**config.mk**
```make
export PLATFORM = sky130hd
export DESIGN_NAME = lss_led_source_select
export DESIGN_NICKNAME = d
export VERILOG_FILES = /design/src/hw/lss_stretch.v /design/src/hw/lss_led_source_select.v
export VERILOG_INCLUDE_DIRS = /design/src /design/src/hw
export SDC_FILE = /design/constraint.sdc
export NUM_CORES = 1
export LEC_CHECK = 0
export BUFFER_PORTS_ARGS = -buffer_cell sky130_fd_sc_hd__buf_4
export CORE_UTILIZATION = 57
export CTS_BUF_LIST = sky130_fd_sc_hd__clkbuf_2
export DETAILED_ROUTE_END_ITERATION = 7
export GPL_TIMING_DRIVEN = 1
export PLACE_DENSITY = 0.9
export SYNTH_ARGS = -nofsm -noshare
export SYNTH_HDL_FRONTEND = slang
export SYNTH_SLANG_ARGS = --single-unit
```
**constraint.sdc**
```tcl
create_clock -name mclk -period 2.25 [get_ports mclk]
set_clock_uncertainty 0.1 [all_clocks]
set_input_delay 0.45 -clock mclk [delete_from_list [all_inputs] [get_ports mclk]]
set_output_delay 0.45 -clock mclk [all_outputs]
set_load 0.005 [all_outputs]
```
**src/hw/lss_consts.vh**
```
// constants for the indicator source select block
`ifndef LSS_CONSTS_VH
`define LSS_CONSTS_VH
// register map (byte addresses of the configuration and status registers)
`define LSS_ADDR_CFG      12'h014
`define LSS_ADDR_STATUS   12'h018
// configuration field positions
`define LSS_F1_HI         15
`define LSS_F1_LO         12
`define LSS_F2_HI         11
`define LSS_F2_LO         8
`define LSS_LEN_HI        3
`define LSS_LEN_LO        2
`define LSS_STRETCH_BIT   1
// reset value: first 0000, second 0100, length 00, stretch on
`define LSS_CFG_RESET     16'h0422
`define LSS_CFG_WMASK     16'hfffe
// source codes
`define LSS_SRC_SPEED     4'h0
`define LSS_SRC_TX        4'h1
`define LSS_SRC_RX        4'h2
`define LSS_SRC_COL       4'h3
`define LSS_SRC_LINK      4'h4
`define LSS_SRC_DUPLEX    4'h5
`define LSS_SRC_UNUSED6   4'h6
`define LSS_SRC_ACT       4'h7
`define LSS_SRC_ON        4'h8
`define LSS_SRC_OFF       4'h9
`define LSS_SRC_FAST      4'ha
`define LSS_SRC_SLOW      4'hb
`define LSS_SRC_LINKRX    4'hc
`define LSS_SRC_DUPCOL    4'hd
`define LSS_SRC_LINKACT   4'he
`define LSS_SRC_UNUSED15  4'hf
// stretch times in ms and cycles at 125 MHz
`define LSS_CLK_KHZ       125000
`define LSS_T0_MS         30
`define LSS_T1_MS         60
`define LSS_T2_MS         100
`define LSS_CNT_W         24
// blink half periods in ms
`define LSS_FAST_MS       50
`define LSS_SLOW_MS       250
`endif

```
**src/hw/lss_stretch.v**
```verilog
// retriggerable pulse stretcher for one indicator event
`include "lss_consts.vh"
module lss_stretch (
    // clock and reset
    input  wire                   mclk,
    input  wire                   rst_n,
    input  wire                   clkEn,
    // control
    input  wire                   enable,
    input  wire [`LSS_CNT_W-1:0]  holdCycles,
    // event in, stretched out
    input  wire                   trigger,
    output reg                    stretched
);
    reg [`LSS_CNT_W-1:0] remain;   // cycles left to hold

    // reload on every event; hold until count runs out
    always @(posedge mclk) begin
        if (!rst_n) begin
            remain    <= {`LSS_CNT_W{1'b0}};
            stretched <= 1'b0;
        end else if (clkEn) begin
            if (!enable) begin
                // pass through unstretched
                remain    <= {`LSS_CNT_W{1'b0}};
                stretched <= trigger;
            end else if (trigger) begin
                remain    <= holdCycles;
                stretched <= 1'b1;
            end else if (remain != {`LSS_CNT_W{1'b0}}) begin
                remain    <= remain - {{(`LSS_CNT_W-1){1'b0}}, 1'b1};
                stretched <= 1'b1;
            end else begin
                stretched <= 1'b0;
            end
        end
    end
endmodule // lss_stretch

```
**src/hw/lss_led_source_select.v**
```verilog
// indicator source select with APB configuration register
//
// Functional notes
// - first select bits 15:12, reset speed
// - second select bits 11:8, reset link
// - codes 1 transmit, 2 receive, stretched
// - codes 3 collision, 4 link, 5 duplex
// - code 7 shows receive or transmit activity
// - code 8 forced on, 9 forced off
// - code 10 fast blink, 11 slow
// - second: 12 link+receive, 13 duplex+collision
// - first also offers link+activity, stretched
// - link solid on, event toggles blink
// - activity blinks even with link down
// - full duplex solid, collision toggles
// - combined modes always stretch events
// - level and test modes never stretched
// - bit 1 enables stretching, resets enabled
// - length field 30/60/100 ms, 11 reserved
`include "lss_consts.vh"
module lss_led_source_select #(
    parameter FAST_HALF = (`LSS_FAST_MS * `LSS_CLK_KHZ),  // fast blink half period
    parameter SLOW_HALF = (`LSS_SLOW_MS * `LSS_CLK_KHZ)   // slow blink half period
) (
    // clock, reset, enable
    input  wire        mclk,
    input  wire        rst_n,
    input  wire        clkEn,
    // apb slave
    input  wire        psel,
    input  wire        penable,
    input  wire        pwrite,
    input  wire [11:0] paddr,
    input  wire [31:0] pwdata,
    output wire        pready,
    output reg  [31:0] prdata,
    output wire        pslverr,
    // transceiver core status, same clock
    input  wire        linkUp,
    input  wire        speed100,
    input  wire        fullDuplex,
    input  wire        txActive,
    input  wire        rxActive,
    input  wire        collision,
    // indicator outputs, active high
    output reg         firstIndicator,
    output reg         secondIndicator
);
    // first select is not decoded alike: second lacks code 14, adds nothing else
    localparam [1:0] IDX_FIRST  = 2'b01;   // one-hot index of first indicator
    localparam [1:0] IDX_SECOND = 2'b10;   // one-hot index of second indicator

    reg  [15:0] cfg;                        // configuration register
    wire [3:0]  firstSel  = cfg[`LSS_F1_HI:`LSS_F1_LO];
    wire [3:0]  secondSel = cfg[`LSS_F2_HI:`LSS_F2_LO];
    wire [1:0]  lenSel    = cfg[`LSS_LEN_HI:`LSS_LEN_LO];
    wire        stretchOn = cfg[`LSS_STRETCH_BIT];

    // apb decode: zero wait states, unmapped address reports an error
    wire access  = psel & penable;
    wire hitCfg  = (paddr == `LSS_ADDR_CFG);
    wire hitStat = (paddr == `LSS_ADDR_STATUS);
    assign pready  = 1'b1;
    assign pslverr = access & ~hitCfg & ~hitStat;

    // hold times worked out at full width, then cut to the counter width on purpose
    localparam [31:0] HOLD_T0 = `LSS_T0_MS * `LSS_CLK_KHZ;   // shortest stretch
    localparam [31:0] HOLD_T1 = `LSS_T1_MS * `LSS_CLK_KHZ;   // middle stretch
    localparam [31:0] HOLD_T2 = `LSS_T2_MS * `LSS_CLK_KHZ;   // longest stretch

    // stretch length in cycles; reserved code falls back to longest
    function [`LSS_CNT_W-1:0] lenCycles;
        input [1:0] sel;
        begin
            case (sel)
                2'b00:   lenCycles = HOLD_T0[`LSS_CNT_W-1:0];
                2'b01:   lenCycles = HOLD_T1[`LSS_CNT_W-1:0];
                default: lenCycles = HOLD_T2[`LSS_CNT_W-1:0];
            endcase
        end
    endfunction
    wire [`LSS_CNT_W-1:0] holdCycles = lenCycles(lenSel);

    // register write; reset value puts speed on first, link on second
    always @(posedge mclk) begin
        if (!rst_n) begin
            cfg <= `LSS_CFG_RESET;
        end else if (clkEn && access && pwrite && hitCfg) begin
            cfg <= pwdata[15:0] & `LSS_CFG_WMASK; // reserved bit 0 stays zero
        end
    end

    // read data registered from the setup phase so it is ready at access
    always @(posedge mclk) begin
        if (!rst_n) begin
            prdata <= 32'h0000_0000;
        end else if (clkEn && psel && !penable) begin
            if (paddr == `LSS_ADDR_CFG) begin
                prdata <= {16'h0000, cfg};
            end else if (paddr == `LSS_ADDR_STATUS) begin
                // live state of the indicators and their inputs
                prdata <= {24'h00_0000, secondIndicator, firstIndicator, collision,
                           rxActive, txActive, fullDuplex, speed100, linkUp};
            end else begin
                prdata <= 32'h0000_0000;
            end
        end
    end

    // blink timers: free-running toggles for the test patterns
    reg [31:0] fastCnt;
    reg [31:0] slowCnt;
    reg        fastBlink;
    reg        slowBlink;
    always @(posedge mclk) begin
        if (!rst_n) begin
            fastCnt   <= 32'h0000_0000;
            slowCnt   <= 32'h0000_0000;
            fastBlink <= 1'b0;
            slowBlink <= 1'b0;
        end else if (clkEn) begin
            if (fastCnt >= FAST_HALF - 1) begin
                fastCnt   <= 32'h0000_0000;
                fastBlink <= ~fastBlink;
            end else begin
                fastCnt <= fastCnt + 32'h0000_0001;
            end
            if (slowCnt >= SLOW_HALF - 1) begin
                slowCnt   <= 32'h0000_0000;
                slowBlink <= ~slowBlink;
            end else begin
                slowCnt <= slowCnt + 32'h0000_0001;
            end
        end
    end

    // event sources that are stretched: index 0 tx, 1 rx, 2 col, 3 activity
    wire [3:0] rawEvent = {txActive | rxActive, collision, rxActive, txActive};
    wire [3:0] stEvent;      // stretched per global enable
    wire [3:0] forcedEvent;  // always stretched, used by combined modes
    genvar g;
    generate
        for (g = 0; g < 4; g = g + 1) begin : gStretch
            // global enable governs plain event displays
            lss_stretch uSt (
                .mclk       (mclk),
                .rst_n      (rst_n),
                .clkEn      (clkEn),
                .enable     (stretchOn),
                .holdCycles (holdCycles),
                .trigger    (rawEvent[g]),
                .stretched  (stEvent[g])
            );
            // combined modes ignore the enable bit
            lss_stretch uFc (
                .mclk       (mclk),
                .rst_n      (rst_n),
                .clkEn      (clkEn),
                .enable     (1'b1),
                .holdCycles (holdCycles),
                .trigger    (rawEvent[g]),
                .stretched  (forcedEvent[g])
            );
        end
    endgenerate

    // combined blink: while a stretched event lasts, the phase flips the lamp
    // a register that copies the fast timer toggle gives a visible blink
    reg [1:0] comboPhase;
    always @(posedge mclk) begin
        if (!rst_n) begin
            comboPhase <= 2'b00;
        end else if (clkEn) begin
            // copies fastBlink every enabled cycle, whether or not an event is stretched
            comboPhase <= {fastBlink, fastBlink};
        end
    end

    // one decoder shared by both indicators; which = one-hot indicator index
    function decodeSource;
        input [3:0] sel;
        input [1:0] which;
        input [3:0] ev;
        input [3:0] fev;
        input       link;
        input       spd;
        input       dup;
        input       fast;
        input       slow;
        input       phase;
        begin
            case (sel)
                `LSS_SRC_SPEED:   decodeSource = spd;
                `LSS_SRC_TX:      decodeSource = ev[0];
                `LSS_SRC_RX:      decodeSource = ev[1];
                `LSS_SRC_COL:     decodeSource = ev[2];
                `LSS_SRC_LINK:    decodeSource = link;
                `LSS_SRC_DUPLEX:  decodeSource = dup;
                `LSS_SRC_ACT:     decodeSource = ev[3];
                `LSS_SRC_ON:      decodeSource = 1'b1;
                `LSS_SRC_OFF:     decodeSource = 1'b0;
                `LSS_SRC_FAST:    decodeSource = fast;
                `LSS_SRC_SLOW:    decodeSource = slow;
                // link solid, stretched receive inverts it; link down still blinks
                `LSS_SRC_LINKRX:  decodeSource = link ^ (fev[1] & phase);
                // full duplex solid, stretched collision inverts it
                `LSS_SRC_DUPCOL:  decodeSource = dup ^ (fev[2] & phase);
                // link plus activity only exists on the first indicator
                `LSS_SRC_LINKACT: decodeSource = (which == IDX_FIRST) ?
                                                 (link ^ (fev[3] & phase)) : 1'b0;
                // unused codes show nothing; software must avoid them
                default:          decodeSource = 1'b0;
            endcase
        end
    endfunction

    // indicator output flops
    always @(posedge mclk) begin
        if (!rst_n) begin
            firstIndicator  <= 1'b0;
            secondIndicator <= 1'b0;
        end else if (clkEn) begin
            firstIndicator  <= decodeSource(firstSel, IDX_FIRST, stEvent, forcedEvent,
                                            linkUp, speed100, fullDuplex,
                                            fastBlink, slowBlink, comboPhase[0]);
            // second's code 6 falls to default as unused
            secondIndicator <= decodeSource(secondSel, IDX_SECOND, stEvent, forcedEvent,
                                            linkUp, speed100, fullDuplex,
                                            fastBlink, slowBlink, comboPhase[1]);
        end
    end
endmodule // lss_led_source_select

```
==> flow_metrics.py <==
metrics = {
    "sta": {
        "slew_violations": 0,
        "fin_hold_ws_ns": 0.0329,
        "period_minus_slack_ns": 2.36,
        "finalCritPeriodShare_pct": 105,
        "setup_viol_count_final": 21,
        "rsz0062_at_grt": "yes",
        "hold_violations": 0,
        "max_freq_ghz": 0.424,
        "fin_ws_ns": -0.106,
        "totalNegativeSetupSlack_ns": -0.722,
        "slew_headroom_pct": 48.6,
        "tightestPinTransition_ns": 0.763,
    },
    "clock_tree": {
        "numCtsBuffers": 72,
        "clk_latency_ns": 0.90,
        "ctsRootBufferMaster": "clkbuf_2",
        "clk_pin_slew_worst_paths_ns": 0.11,
        "clock_path_buffers": 3,
        "clkSinkCount": 275,
        "cts_tree": "done",
        "h-tree-depth": 3,
    },
    "drt": {
        "final_antenna_net_count": 0,
        "routed.top_layer": "met4",
        "dr_total_vias": 17000,
        "met3_length_um": 4480,
        "drt_wl_total_um": 48300,
        "routed_via_density": 6.61,
        "avgRoutedWirePerCell_um": 18.8,
        "drc": 6,
        "dr.pass1.iters": 8,
        "wl_met2_um": 23000,
        "wl_met1_um": 18500,
        "drt_iter0_markers": 1867,
    },
    "hold_path": {
        "hold_path_startpoint": "clkEn",
        "min_path_type": "in -> reg",
    },
    "critical_path": {
        "crit_family": "simple AND/OR/NAND/NOR gates",
        "crit_cells": 7,
        "crit_required_ns": 2.86,
        "path_class": "reg -> reg",
        "cp_slowest_cell": "dfxtp_1",
        "critPathMaxFanout": 23,
        "crit_path_end": "gStretch[1].uSt.remain[4]",
        "r2r_start": "cfg[1]",
        "crit_start": "cfg[1]",
        "critPathMaxStageDelay_ns": 0.40,
        "crit_buf_inv": 2,
        "path_cells": "buf_12 > nor2b_1 > nand4_1 > o21ai_4 > buf_4 > nor2_1 > o221a_2",
        "cp-end-kind": "flip-flop",
        "worst_setup_path_start_kind": "flip-flop",
        "timing.rr.end": "gStretch[1].uSt.remain[4]",
        "reg2reg_depth": 7,
        "crit_arrival_ns": 2.97,
        "r2r_slack_ns": -0.11,
    },
    "grt": {
        "grt_max_degree": 80,
        "overflow": 0,
        "antenna_found_initial": 1,
        "grt_use_total_pct": 34.0,
        "grt_pass1_vias": 16100,
        "grt_pass1_wl_um": 76300,
    },
    "synth": {
        "netlist-cell-type-count": 88,
        "synth_edf_count": 0,
        "synthCells": 1931,
        "syn_avg_cell_area_sq_um": 7.88,
        "seq_area_frac_synth_pct": 36.2,
        "async_reset_ff_share_pct": 0,
        "synth_warnings": 0,
        "ys.flop_type": "dfxtp_1",
        "synth_area_sq_mm": 0.0152,
        "synth_seq_cells": 275,
    },
    "die": {
        "die_area_sq_mm": 0.0273,
        "row_count": 59,
        "die_height_um": 165,
        "start_util_pct": 58.2,
        "die_w_um": 165,
        "coreArea_sq_mm": 0.0261,
        "io_pins": 92,
    },
    "power": {
        "ir_drop_uv": 731,
        "switchingPower_mw": 4.28,
        "seq_power_share_pct": 43.2,
        "power_frac_clock_pct": 31.0,
        "p_sw_share_pct": 34.3,
        "comb_power_share_pct": 25.9,
        "intPower_mw": 8.22,
        "power.density_mw_per_mm2": 671,
        "leakagePower_nw": 7.23,
    },
    "finish": {
        "area_growth_pct": 22.6,
        "final_cell_mix": "dfxtp_1 (269), buf_4 (259), nor2_1 (217)",
        "drive_above_1_share_pct": 22.6,
        "stdcell_area_sq_mm": 0.0186,
        "nets": 2254,
        "final_common_cell": "dfxtp_1",
        "fill_cells": 1866,
        "instances_no_fill": 2571,
    },
    "placement": {
        "dp_slack_ns": -0.158,
        "place.gp.congestion": 0.985,
        "portBuffers": 57,
        "placed_cell_area_sq_mm": 0.0171,
        "place_inst": 2395,
        "post-dp-hpwl_um": 30900,
    },
    "run_status": {
        "violations": "DRC, setup timing",
        "status": "finished with violations",
    },
    "flow_run": {
        "cap_violations": 0,
    },
}
[power by group through the flow]
stage / clock network (mW) / registers [mW] / logic (mW)
CTS: 3.89 / 5.37 / 2.93
global placement: 0 / 5.45 / 2.73
finish: 3.87 / 5.40 / 3.23
floorplan: 0 / 5.43 / 1.81
detailed placement: 0 / 5.48 / 2.82
global route: 4.19 / 5.44 / 3.47
[worst register-to-register path, stage by stage (launching register included)]
cell and delay (ns):
dfxtp_1 0.40, buf_12 0.20, nor2b_1 0.25, nand4_1 0.35, o21ai_4 0.37, buf_4 0.21
nor2_1 0.06, o221a_2 0.24
[how the worst min path moves through the flow]
stage | slack, ns | depth (start not counted) | end
final | 0.03 | 3 | gStretch[0].uSt.stretched
after global routing | 0.02 | 3 | gStretch[2].uSt.stretched
after CTS | 0.01 | 5 | prdata[0]
after detailed placement | 0.35 | 1 | gStretch[0].uSt.remain[18]
after global placement | 0.34 | 2 | prdata[13]
after floorplan | 0.33 | 1 | gStretch[0].uSt.remain[18]
[sequential cells by signal (all words and copies together), names as in the netlist]
name	flops
gStretch.uSt.remain	96
slowCnt	32
comboPhase	1
firstIndicator	1
gStretch.uFc.remain	72
gStretch.uFc.stretched	3
slowBlink	1
cfg	15
fastBlink	1
gStretch.uSt.stretched	4
secondIndicator	1
prdata	16
fastCnt	32
[cells in the mapped netlist (22+ instances only)]
master,n,area share (%)
o211ai_1,31,1.5
o21ai_0,128,4.2
nor2_1,219,5.4
xor2_1,47,2.7
or3_1,24,0.99
dfxtp_1,275,36
clkbuf_1,95,2.3
inv_1,35,0.86
xnor2_1,31,1.8
or4_1,31,1.5
a31oi_1,42,1.7
a21o_1,22,1.1
nand2_1,152,3.8
nor4_1,54,2.2
nand4_1,45,1.9
nor3_1,69,2.3
a21oi_1,151,5.0
nand3_1,79,2.6
[through the flow]
stage	utilization, %	power, mW
floorplan	-	7.25
global placement	65.5	8.19
detailed placement	65.5	8.30
CTS	69.8	12.2
global route	71.3	13.1
finish	71.3	12.5
[timing repair]
item	4_1_cts	5_1_grt
hold buffers	27	1
setup buffers	6	14
hold endpoints to repair	33	1
pin swaps	9	25
resized for setup	22	64
setup endpoints to repair	22	110
[cell families (layout without fill, tap and decap cells)]
logic type,after synthesis,in the layout,share of synthesized area (%)
buffers and inverters,177,466,5.03
DFF,275,275,36.2
muxes,22,22,1.63
other,2,18,0.0494
and+or+nand+nor,792,792,26.8
AOI/OAI and AO/OA,569,569,24.5
adders and majority gates,16,16,1.32
xor gates and xnor gates,78,78,4.49
[final cells by class]
type,instances,area (sq um),share of cell area (%)
Sequential cell,275,5510,29.6
Antenna cell,1,2.50,0.0134
Multi-Input combinational cell,1494,9390,50.4
Clock inverter,26,214,1.15
Tap cell,335,419,2.25
Inverter,37,140,0.752
Clock buffer,101,505,2.71
Timing Repair Buffer,302,2450,13.2
[layer usage]
layer | global-route usage (%) | vias to the layer above
met5 | 0 | -
met4 | 17.9 | 0
met3 | 7.24 | 261
met2 | 57.3 | 1111
met1 | 40.6 | 7905
li1 | - | 7727
No activity file was read; power rests on OpenSTA's default activity.
